`config.mk`:
```
export PLATFORM = sky130hd
export DESIGN_NAME = dmiu_top
export DESIGN_NICKNAME = d
export VERILOG_FILES = /design/src/dmiu_pkg.sv /design/src/dmiu_flag_alu.sv /design/src/dmiu_top.sv
export VERILOG_INCLUDE_DIRS = /design/src
export SDC_FILE = /design/constraint.sdc
export NUM_CORES = 1
export LEC_CHECK = 0
export ABC_AREA = 1
export BUFFER_PORTS_ARGS = -buffer_cell sky130_fd_sc_hd__buf_2
export CORE_MARGIN = 1.5
export CORE_UTILIZATION = 52
export DETAILED_ROUTE_END_ITERATION = 6
export PLACE_DENSITY = 0.9
export SYNTH_ARGS = -nofsm -noshare
export SYNTH_HDL_FRONTEND = slang
export SYNTH_SLANG_ARGS = --single-unit
```
`constraint.sdc`:
```
create_clock -name core_clk -period 2.9 [get_ports core_clk]
set_clock_uncertainty 0.05 [all_clocks]
set_input_delay 0.58 -clock core_clk [delete_from_list [all_inputs] [get_ports core_clk]]
set_output_delay 0.58 -clock core_clk [all_outputs]
set_load 0.02 [all_outputs]
```
`src/dmiu_defines.svh`:
```
`ifndef DMIU_DEFINES_SVH
`define DMIU_DEFINES_SVH

// register byte offsets on the avalon slave
`define DMIU_OFS_CMD    8'h00
`define DMIU_OFS_STATUS 8'h04
`define DMIU_OFS_ACC    8'h08
`define DMIU_OFS_FLAGS  8'h0C

// command word fields
`define DMIU_CMD_OP_LSB   0
`define DMIU_CMD_OP_MSB   3
`define DMIU_CMD_ADR_LSB  8
`define DMIU_CMD_ADR_MSB  15
`define DMIU_CMD_IMM_LSB  16
`define DMIU_CMD_IMM_MSB  23

// opcodes
`define DMIU_OP_MOV_AI  4'h0
`define DMIU_OP_STORE   4'h1
`define DMIU_OP_LOAD    4'h2
`define DMIU_OP_IO_RD   4'h3
`define DMIU_OP_IO_WR   4'h4
`define DMIU_OP_SNAP    4'h5
`define DMIU_OP_PRESET  4'h6
`define DMIU_OP_IDX_LD  4'h7
`define DMIU_OP_ADD_I   4'h8
`define DMIU_OP_SUB_I   4'h9

// flag register bit positions
`define DMIU_FLAG_Z  0
`define DMIU_FLAG_C  1
`define DMIU_FLAG_AC 2
`define DMIU_FLAG_OV 3

// status register bit positions
`define DMIU_STAT_BUSY 0

// reset values
`define DMIU_RST_ACC   8'h00
`define DMIU_RST_FLAGS 4'h0

`endif

```
`src/dmiu_pkg.sv`:
```
package dmiu_pkg;

   typedef enum logic [3:0] {
      ST_IDLE,
      ST_LD_WAIT,
      ST_IO_WAIT,
      ST_SNAP_HI,
      ST_PRE_LO,
      ST_PRE_HI,
      ST_IDX_PTR,
      ST_IDX_DATA
   } dmiu_state_t;

endpackage : dmiu_pkg

```
`src/dmiu_flag_alu.sv`:
```
`timescale 1ns/100ps
`include "dmiu_defines.svh"

module dmiu_flag_alu #(
   parameter int WIDTH = 8
) (
   input wire logic [WIDTH-1:0] opa,
   input wire logic [WIDTH-1:0] opb,
   input wire logic do_sub,
   output logic [WIDTH-1:0] result,
   output logic [3:0] flags
);

   logic [WIDTH:0] full;
   logic [4:0] low;
   logic [WIDTH-1:0] opb_eff;

   always_comb begin
      opb_eff = do_sub ? ~opb : opb;
      // subtraction as a plus not-b plus one; carry out inverted gives borrow
      full = {1'b0, opa} + {1'b0, opb_eff} + {{WIDTH{1'b0}}, do_sub};
      low = {1'b0, opa[3:0]} + {1'b0, opb_eff[3:0]} + {4'h0, do_sub};
      result = full[WIDTH-1:0];
      flags = 4'h0;
      flags[`DMIU_FLAG_Z] = (full[WIDTH-1:0] == '0);
      flags[`DMIU_FLAG_C] = do_sub ? ~full[WIDTH] : full[WIDTH];
      flags[`DMIU_FLAG_AC] = do_sub ? ~low[4] : low[4];
      flags[`DMIU_FLAG_OV] = (opa[WIDTH-1] == opb_eff[WIDTH-1]) &&
         (full[WIDTH-1] != opa[WIDTH-1]);
   end

endmodule : dmiu_flag_alu

```
`src/dmiu_top.sv`:
```
// What this block does
// - zero flag is one when an alu result is zero, else cleared
// - carry flag holds unsigned carry out on add, borrow on subtract
// - half carry flag is one on carry out of the low nibble on add, borrow into it on subtract
// - signed range flag set when result leaves signed range
// - immediate load copies the immediate byte to acc, flags kept
// - store writes acc to addressed memory byte, flags kept
// - memory load copies byte to acc, only zero flag updated
// - after memory load zero flag set exactly when byte is zero
// - io read copies register to acc, zero flag tracks value
// - io write copies acc to addressed io register, flags kept
// - counter snapshot copies 16-bit count into memory word, flags kept
// - counter preset loads count from memory word, flags kept
// - indirect load reads byte through memory pointer in two cycles
//
// The Avalon-MM interface to the registers and the register offsets were chosen for this implementation.
`timescale 1ns/100ps
`include "dmiu_defines.svh"

module dmiu_top #(
   parameter int ADDR_W = 8,
   parameter int IO_ADDR_W = 6
) (
   input wire logic core_clk,
   input wire logic srst,
   input wire logic [3:0] avs_address,
   input wire logic avs_read,
   input wire logic avs_write,
   input wire logic [31:0] avs_writedata,
   output logic [31:0] avs_readdata,
   output logic avs_waitrequest,
   output logic [ADDR_W-1:0] mem_addr,
   output logic [7:0] mem_wdata,
   output logic mem_we,
   output logic mem_re,
   input wire logic [7:0] mem_rdata,
   output logic [IO_ADDR_W-1:0] io_addr,
   output logic [7:0] io_wdata,
   output logic io_we,
   output logic io_re,
   input wire logic [7:0] io_rdata,
   input wire logic [15:0] sixteen_bit_counter,
   output logic [15:0] counter_preset_value,
   output logic counter_preset_store
);

   // byte offset from the word index on the bus
   function automatic logic [7:0] byte_ofs(input logic [3:0] idx);
      byte_ofs = {2'b00, idx, 2'b00};
   endfunction : byte_ofs

   dmiu_pkg::dmiu_state_t state;
   dmiu_pkg::dmiu_state_t next_state;
   logic [7:0] acc;
   logic [7:0] next_acc;
   logic [3:0] flags;
   logic [3:0] next_flags;
   logic [ADDR_W-1:0] opnd;
   logic [ADDR_W-1:0] next_opnd;
   logic [7:0] hold;
   logic [7:0] next_hold;
   logic [ADDR_W-1:0] next_mem_addr;
   logic [7:0] next_mem_wdata;
   logic next_mem_we;
   logic next_mem_re;
   logic [IO_ADDR_W-1:0] next_io_addr;
   logic [7:0] next_io_wdata;
   logic next_io_we;
   logic next_io_re;
   logic [15:0] next_preset_value;
   logic next_preset_store;
   logic rd_done;
   logic next_rd_done;
   logic [31:0] next_readdata;
   logic [7:0] alu_res;
   logic [3:0] alu_flags;
   logic [7:0] imm;
   logic [3:0] op;
   logic busy;
   logic cmd_hit;
   logic cmd_take;
   logic acc_wr;
   logic flags_wr;

   assign imm = avs_writedata[`DMIU_CMD_IMM_MSB:`DMIU_CMD_IMM_LSB];
   assign op = avs_writedata[`DMIU_CMD_OP_MSB:`DMIU_CMD_OP_LSB];
   assign busy = (state != dmiu_pkg::ST_IDLE);
   assign cmd_hit = avs_write && (byte_ofs(avs_address) == `DMIU_OFS_CMD);
   // a command while busy is stalled, not dropped
   assign cmd_take = cmd_hit && !busy;
   assign acc_wr = avs_write && !busy &&
      (byte_ofs(avs_address) == `DMIU_OFS_ACC);
   assign flags_wr = avs_write && !busy &&
      (byte_ofs(avs_address) == `DMIU_OFS_FLAGS);

   // reads take two cycles so that readdata comes from a flop
   assign avs_waitrequest = (avs_read && !rd_done) ||
      (avs_write && busy);

   dmiu_flag_alu #(
      .WIDTH(8)
   ) u_alu (
      .opa(acc),
      .opb(imm),
      .do_sub(op == `DMIU_OP_SUB_I),
      .result(alu_res),
      .flags(alu_flags)
   );

   always_comb begin
      next_rd_done = avs_read && !rd_done;
      next_readdata = avs_readdata;
      if (avs_read && !rd_done) begin
         if (byte_ofs(avs_address) == `DMIU_OFS_STATUS) begin
            next_readdata = 32'h0000_0000;
            next_readdata[`DMIU_STAT_BUSY] = busy;
         end else if (byte_ofs(avs_address) == `DMIU_OFS_ACC) begin
            next_readdata = {24'h00_0000, acc};
         end else if (byte_ofs(avs_address) == `DMIU_OFS_FLAGS) begin
            next_readdata = {28'h000_0000, flags};
         end else begin
            next_readdata = 32'h0000_0000;
         end
      end
   end

   always_comb begin
      next_state = state;
      next_acc = acc;
      next_flags = flags;
      next_opnd = opnd;
      next_hold = hold;
      next_mem_addr = mem_addr;
      next_mem_wdata = mem_wdata;
      next_mem_we = 1'b0;
      next_mem_re = 1'b0;
      next_io_addr = io_addr;
      next_io_wdata = io_wdata;
      next_io_we = 1'b0;
      next_io_re = 1'b0;
      next_preset_value = counter_preset_value;
      next_preset_store = 1'b0;
      if (acc_wr) begin
         next_acc = avs_writedata[7:0];
      end
      if (flags_wr) begin
         next_flags = avs_writedata[3:0];
      end
      case (state)
         dmiu_pkg::ST_IDLE: begin
            if (cmd_take) begin
               next_opnd = avs_writedata[`DMIU_CMD_ADR_LSB +: ADDR_W];
               next_mem_addr = avs_writedata[`DMIU_CMD_ADR_LSB +: ADDR_W];
               next_io_addr = avs_writedata[`DMIU_CMD_ADR_LSB +: IO_ADDR_W];
               case (op)
                  `DMIU_OP_MOV_AI: begin
                     next_acc = imm;
                  end
                  `DMIU_OP_ADD_I, `DMIU_OP_SUB_I: begin
                     next_acc = alu_res;
                     next_flags = alu_flags;
                  end
                  `DMIU_OP_STORE: begin
                     next_mem_wdata = acc;
                     next_mem_we = 1'b1;
                  end
                  `DMIU_OP_LOAD: begin
                     next_mem_re = 1'b1;
                     next_state = dmiu_pkg::ST_LD_WAIT;
                  end
                  `DMIU_OP_IO_RD: begin
                     next_io_re = 1'b1;
                     next_state = dmiu_pkg::ST_IO_WAIT;
                  end
                  `DMIU_OP_IO_WR: begin
                     next_io_wdata = acc;
                     next_io_we = 1'b1;
                  end
                  `DMIU_OP_SNAP: begin
                     // both halves taken in one cycle so the word is coherent
                     next_mem_wdata = sixteen_bit_counter[7:0];
                     next_hold = sixteen_bit_counter[15:8];
                     next_mem_we = 1'b1;
                     next_state = dmiu_pkg::ST_SNAP_HI;
                  end
                  `DMIU_OP_PRESET: begin
                     next_mem_re = 1'b1;
                     next_state = dmiu_pkg::ST_PRE_LO;
                  end
                  `DMIU_OP_IDX_LD: begin
                     next_mem_re = 1'b1;
                     next_state = dmiu_pkg::ST_IDX_PTR;
                  end
                  default: begin
                     next_state = dmiu_pkg::ST_IDLE;
                  end
               endcase
            end
         end
         dmiu_pkg::ST_LD_WAIT: begin
            next_acc = mem_rdata;
            next_flags[`DMIU_FLAG_Z] = (mem_rdata == 8'h00);
            next_state = dmiu_pkg::ST_IDLE;
         end
         dmiu_pkg::ST_IO_WAIT: begin
            next_acc = io_rdata;
            next_flags[`DMIU_FLAG_Z] = (io_rdata == 8'h00);
            next_state = dmiu_pkg::ST_IDLE;
         end
         dmiu_pkg::ST_SNAP_HI: begin
            next_mem_addr = opnd + 1'b1;
            next_mem_wdata = hold;
            next_mem_we = 1'b1;
            next_state = dmiu_pkg::ST_IDLE;
         end
         dmiu_pkg::ST_PRE_LO: begin
            next_hold = mem_rdata;
            next_mem_addr = opnd + 1'b1;
            next_mem_re = 1'b1;
            next_state = dmiu_pkg::ST_PRE_HI;
         end
         dmiu_pkg::ST_PRE_HI: begin
            next_preset_value = {mem_rdata, hold};
            next_preset_store = 1'b1;
            next_state = dmiu_pkg::ST_IDLE;
         end
         dmiu_pkg::ST_IDX_PTR: begin
            // high pointer byte is never fetched; software keeps it zero
            next_mem_addr = mem_rdata[ADDR_W-1:0];
            next_mem_re = 1'b1;
            next_state = dmiu_pkg::ST_IDX_DATA;
         end
         dmiu_pkg::ST_IDX_DATA: begin
            next_acc = mem_rdata;
            next_state = dmiu_pkg::ST_IDLE;
         end
         default: begin
            next_state = dmiu_pkg::ST_IDLE;
         end
      endcase
   end

   always_ff @(posedge core_clk) begin
      if (srst) begin
         state <= dmiu_pkg::ST_IDLE;
         acc <= `DMIU_RST_ACC;
         flags <= `DMIU_RST_FLAGS;
         opnd <= '0;
         hold <= 8'h00;
         mem_addr <= '0;
         mem_wdata <= 8'h00;
         mem_we <= 1'b0;
         mem_re <= 1'b0;
         io_addr <= '0;
         io_wdata <= 8'h00;
         io_we <= 1'b0;
         io_re <= 1'b0;
         counter_preset_value <= 16'h0000;
         counter_preset_store <= 1'b0;
         rd_done <= 1'b0;
         avs_readdata <= 32'h0000_0000;
      end else begin
         state <= next_state;
         acc <= next_acc;
         flags <= next_flags;
         opnd <= next_opnd;
         hold <= next_hold;
         mem_addr <= next_mem_addr;
         mem_wdata <= next_mem_wdata;
         mem_we <= next_mem_we;
         mem_re <= next_mem_re;
         io_addr <= next_io_addr;
         io_wdata <= next_io_wdata;
         io_we <= next_io_we;
         io_re <= next_io_re;
         counter_preset_value <= next_preset_value;
         counter_preset_store <= next_preset_store;
         rd_done <= next_rd_done;
         avs_readdata <= next_readdata;
      end
   end

endmodule : dmiu_top

```
After elaboration in Yosys (flattened, before gate mapping)
Index checks and enable logic that the tools add are counted.

word-level totals
  output and inout bits = 84
  input bits = 72
  flip-flop bits (word level) = 116
  logic and storage cells = 122

cells by class
  bitwise gates (word level) = 5
  add/subtract/negate cells = 5
  reduce and logical (&&, ||, !) cells = 35
  multiplexer cells = 35
  eq/ne operators = 25

operator list
  cell                                           count
  2-to-1 mux 8 bit                               9
  case mux 8 bit (2 select lines)                4
  case mux 8 bit (3 select lines)                2
  == test 4 x 3 -> 1 bit, second input constant  8
  == test 4 x 2 -> 1 bit, second input constant  6
  logical NOT 8 bit                              3
  case mux 4 bit (6 select lines)                1
  2-to-1 mux 4 bit                               5
  == test 4 x 1 -> 1 bit, second input constant  3
  logical NOT 4 bit                              3
  case mux 4 bit (3 select lines)                1
  OR reduction 2 bit                             5
  adder 8 x 8 -> 9 bit                           1
  adder 9 x 1 -> 9 bit                           1
  2-to-1 mux 1 bit                               9
  AND reduction 3 bit                            3
  adder 8 x 1 -> 8 bit, second input constant    1
  == test 4 bit, second input constant           2
  logical AND 1 bit                              8
  inverter 8 bit                                 1
  AND reduction 2 bit                            3
  OR reduction 3 bit                             2
  adder 4 x 4 -> 5 bit                           1
  adder 5 x 1 -> 5 bit                           1
  other kinds (15)                               22

Logic depth before layout (Yosys ltp)
  depth after elaboration = 9
  mapped depth = 17
  mapped depth without buffers = 16

Cells and area by module
Synthesis repeated with hierarchy kept, for this count alone.

second synthesis, totals
  cells, all modules = 808
  area, all modules = 5,331.4 µm²

modules (own cells, without submodules)
  module         instances  cells an instance  sequential area each (µm²)  area each (µm²)
  dmiu_top       1          711                1,701.6                     4,743.3
  dmiu_flag_alu  1          97                 0.0                         588.1

Least setup slack after synthesis
OpenSTA, ideal clock, no wires.

  kind = input -> register
  from = input port avs_writedata[0]
  to = register flags[1]
  buffers on the path = 1
  path slack = 0.378 ns
  stages = 16
  setup time = 0.117 ns
  required time = 2.733 ns
  arrival = 2.354 ns
  path through = inv_2 nor2_4 nand2_2 buf_2 xnor2_1 ha_1 nand2_1 inv_1 o21ai_0 nand3_1 nand2_1 a21oi_1 o21ai_0 nand2_1 nor2_1 nor2_1

between the ends
  longest elaborated chain between the ends = 9
  elaborated cells on any way between the ends = 11
  those cells by class = add/sub: 2; eq/ne: 2; mux: 5; bitwise: 1; reduce/logical: 1

RTL lines
  element               line                 text
  start, declared       dmiu_top.sv:29       input wire logic [31:0] avs_writedata,
  == test 4 bit         dmiu_top.sv:155      case (op)
  2-to-1 mux 8 bit      dmiu_flag_alu.sv:19  opb_eff = do_sub ? ~opb : opb;
  adder 8 x 8 -> 9 bit  dmiu_flag_alu.sv:21  full = {1'b0, opa} + {1'b0, opb_eff} + {{WIDTH{1'b0}}, do_sub};
  adder 9 x 1 -> 9 bit  dmiu_flag_alu.sv:21
  inverter 1 bit        dmiu_flag_alu.sv:26  flags[`DMIU_FLAG_C] = do_sub ? ~full[WIDTH] : full[WIDTH];
  2-to-1 mux 1 bit      dmiu_flag_alu.sv:26
  2-to-1 mux 4 bit (*)  dmiu_top.sv:155
  2-to-1 mux 4 bit (*)  dmiu_top.sv:151      if (cmd_take) begin
  2-to-1 mux 3 bit (*)  dmiu_top.sv:149      case (state)
  end signal, assigned  dmiu_top.sv:247      flags <= `DMIU_RST_FLAGS;
  end signal, assigned  dmiu_top.sv:265      flags <= next_flags;
  end, declared         dmiu_top.sv:56       logic [3:0] flags;

Mark *: on every way between the ends. The rest lies on a longest branch, timed or not.
A chain may end at the register's enable or synchronous reset.

Worst setup path in the final report
  from = input port avs_writedata[2]
  to = register flags[1]

The elaborated chain is that of the path after synthesis.

==> impl_metrics.tcl <==
set metrics [dict create \
    gr-total-overflow 0 \
    place_congestion 0.941 \
    regToRegSetupSlack_ps 630 \
    worstRegToRegCells 12 \
    antenna_found_initial 0 \
    clk_latency_ps 360 \
    grt_first_pass_wirelength_um 21500 \
    slew_headroom_pct 64.2 \
    max_cap_viol_count 0 \
    place_hpwl_um 10600 \
    arrival_ps 2650 \
    final_common_cell "buf_2" \
    drive_gt1_share_pct 25.1 \
    multi_input_area_um2 2690 \
    grt_start_max_net_pins 34 \
    slew_viol_final 0 \
    ys.flop_type "dfxtp_1" \
    core_area_um2 9330 \
    r2r-end "flags[1]" \
    worst_setup_path_end_kind "flip-flop" \
    synthArstFlopShare_pct 0 \
    layout.nets 911 \
    grt_pass1_vias 4421 \
    seq_area_um2 1700 \
    synthCells 715 \
    cpPeakStageDelay_ps 290 \
    hold_viol_final 0 \
    hold_class "reg2reg" \
    clock.fmax_mhz 410 \
    synth_edf_count 0 \
    seq_area_frac_synth_pct 33.7 \
    cts_sinks 85 \
    crit_path_max_fanout 9 \
    min_to "io_wdata[5]" \
    synth.distinct_cells 49 \
    ys_ff_latch 85 \
    yosysWarnings 0 \
    max_slew.worst_pin.slew_ps 537 \
    rsz0062_at_grt "false" \
    avgSynthCellArea_um2 7.07 \
    wirelength_um 13900 \
    gr-usage-all-layers_pct 26.8 \
    intPower_mw 1.72 \
    cts_htree_levels 3 \
    pwr-share-seq_pct 49.7 \
    via_per_inst 5.31 \
    dr.pass1.iters 6 \
    wire_per_inst_um 14.4 \
    start_util_pct 54.2 \
    ios 156 \
    path_clk_slew_ps 90 \
    design_area_um2 5870 \
    fin_crit_ps 2440 \
    path_cells "buf_2 -> nor2_4 -> nand2_2 -> xnor2_1 -> ha_1 -> nand2_1 -> inv_1 -> o21ai_0 -> nand3_1 -> nand2_1 -> a21oi_1 -> o21ai_0 -> nand2_1 -> nor2_1 -> nor2_1" \
    cts_resized 0 \
    clockBufferDepth 2 \
    leakage_nw 2.78 \
    hold_depth 2 \
    status "complete, no violations" \
    cp-start-kind "input port" \
    postRouteAntennaNets 0 \
    die_area_um2 10300 \
    die_w_um 102 \
    drc 0 \
    cp_num_cells 15 \
    setup_viol 0 \
    holdBufCountCts 0 \
    p_switching_uw 681 \
    cellPowerDensity_nw_per_um2 409 \
    switching_share_pct 28.4 \
    cp_top_family "simple AND/OR/NAND/NOR gates" \
    vias 5125 \
    worstReg2RegStart "acc[0]" \
    crit_slowest_cell "ha_1" \
    drtIter0Drc 495 \
    cts_tree "built" \
    tns_ps 0 \
    cts_root_buf "clkbuf_8" \
    required_ps 3110 \
    period_share_pct 84.2 \
    critical_path_class "in2reg" \
    peakVddDrop_uv 199 \
    crit_top_cell "nand2_1" \
    placed_area_um2 5660 \
    min_from "io_wdata[5]" \
    critPathBufInv 2 \
    synthesis.area_um2 5060 \
    fp-row-count 35 \
    area_delta_synth_final_pct 16.1 \
    p_comb_share_pct 13.5 \
    cts-buffers-inserted 9 \
    layout_common_cells "buf_2, nand2_1, inv_1, dfxtp_1, o21ai_0" \
    cts_setup_buffers 0 \
    p_clk_share_pct 36.7 \
    fp.dieH_um 102 \
    fillerInstances 860 \
    portBuffers 123 \
]
power by group through the flow:
stage               Sequential, mW  Clock [mW]  Combinational, mW
finish                        1.19       0.881              0.325
global route                  1.20       0.933              0.358
CTS                           1.19       0.886              0.320
detailed placement            1.22           0              0.318
global placement              1.22           0              0.314
floorplan                     1.23           0              0.217
sequential cells by signal, summed over array words and instances, names as in the netlist:
signal / cells
rd_done: 1
mem_we: 1
mem_addr: 8
state: 3
opnd: 3
mem_wdata: 8
hold: 8
io_re: 1
counter_preset_value: 16
io_wdata: 8
acc: 8
io_we: 1
flags: 4
io_addr: 5
mem_re: 1
counter_preset_store: 1
avs_readdata: 8
tightest hold or removal path, cell delays in order, from the launching register on:
cell	delay, ps
dfxtp_1	310
inv_1	40
a21oi_1	50
metrics by stage:
| step | utilization (%) | total power, mW | std cells | hold slack, ps | setup WS, ps |
|---|---|---|---|---|---|
| final | 62.9 | 2.40 | 965 | 393 | 459 |
| after global placement | 60.7 | 1.53 | 948 | 379 | 137 |
| after global routing | 62.9 | 2.49 | 964 | 400 | 275 |
| after CTS | 62.9 | 2.40 | 964 | 389 | 484 |
| after detailed placement | 60.7 | 1.54 | 948 | 382 | 86.6 |
| after floorplan | - | 1.45 | 738 | 400 | 378 |
per-layer routing:
layer | global-route usage [%] | up-vias | routed length (um)
met5 | 0 | - | 0
li1 | - | 2547 | -
met4 | 11.2 | 0 | 464
met1 | 35.1 | 2271 | 5900
met2 | 43.9 | 264 | 6420
met3 | 4.14 | 43 | 1110
worst max path at each step:
stage / from / endpoint / slack (ps)
after detailed placement: avs_writedata[2] / flags[1] / 90
after CTS: avs_writedata[2] / flags[1] / 480
final: avs_writedata[2] / flags[1] / 460
after global placement: avs_writedata[2] / flags[1] / 140
after global routing: avs_writedata[2] / flags[1] / 280
after floorplan: avs_writedata[0] / flags[1] / 380
logic make-up after synthesis:
kind of cell    after synthesis  synth area share, %
fa+ha+maj                     9                 2.38
xor+xnor                     11                 1.91
buf+inv                     160                 14.9
compound gates              211                 23.8
simple gates                238                 23.3
other cells                   1               0.0742
flops                        85                 33.7
layout make-up:
type | count | area share, %
diodes | 1 | 0.0426
flip-flops and latches | 85 | 29.0
repair buffers | 135 | 12.0
clock buffers | 10 | 2.35
clock inverters | 6 | 1.17
inverters | 106 | 6.87
well taps | 129 | 2.75
multi-input cells | 493 | 45.8
Yosys cell counts, types with 3 or more instances:
| master | count | area share [%] |
|---|---|---|
| a211oi_1 | 12 | 1.8 |
| a21oi_1 | 66 | 6.5 |
| a221oi_1 | 4 | 0.69 |
| a31oi_1 | 11 | 1.4 |
| buf_2 | 4 | 0.40 |
| buf_4 | 34 | 5.0 |
| clkbuf_1 | 13 | 0.97 |
| dfxtp_1 | 85 | 34 |
| ha_1 | 8 | 2.0 |
| inv_1 | 87 | 6.5 |
| inv_2 | 15 | 1.1 |
| nand2_1 | 104 | 7.7 |
| nand2_2 | 11 | 1.4 |
| nand2_4 | 6 | 1.3 |
| nand3_1 | 27 | 2.7 |
| nand4_1 | 4 | 0.49 |
| nor2_1 | 50 | 3.7 |
| nor2_2 | 5 | 0.62 |
| nor2_4 | 6 | 1.3 |
| nor3_1 | 9 | 0.89 |
| nor4_1 | 6 | 0.74 |
| o211ai_1 | 3 | 0.45 |
| o21ai_0 | 74 | 7.3 |
| o21ai_1 | 21 | 2.1 |
| o22ai_1 | 5 | 0.62 |
| xnor2_1 | 6 | 1.0 |
| xor2_1 | 5 | 0.87 |
Power figures use the tool's default switching activity.
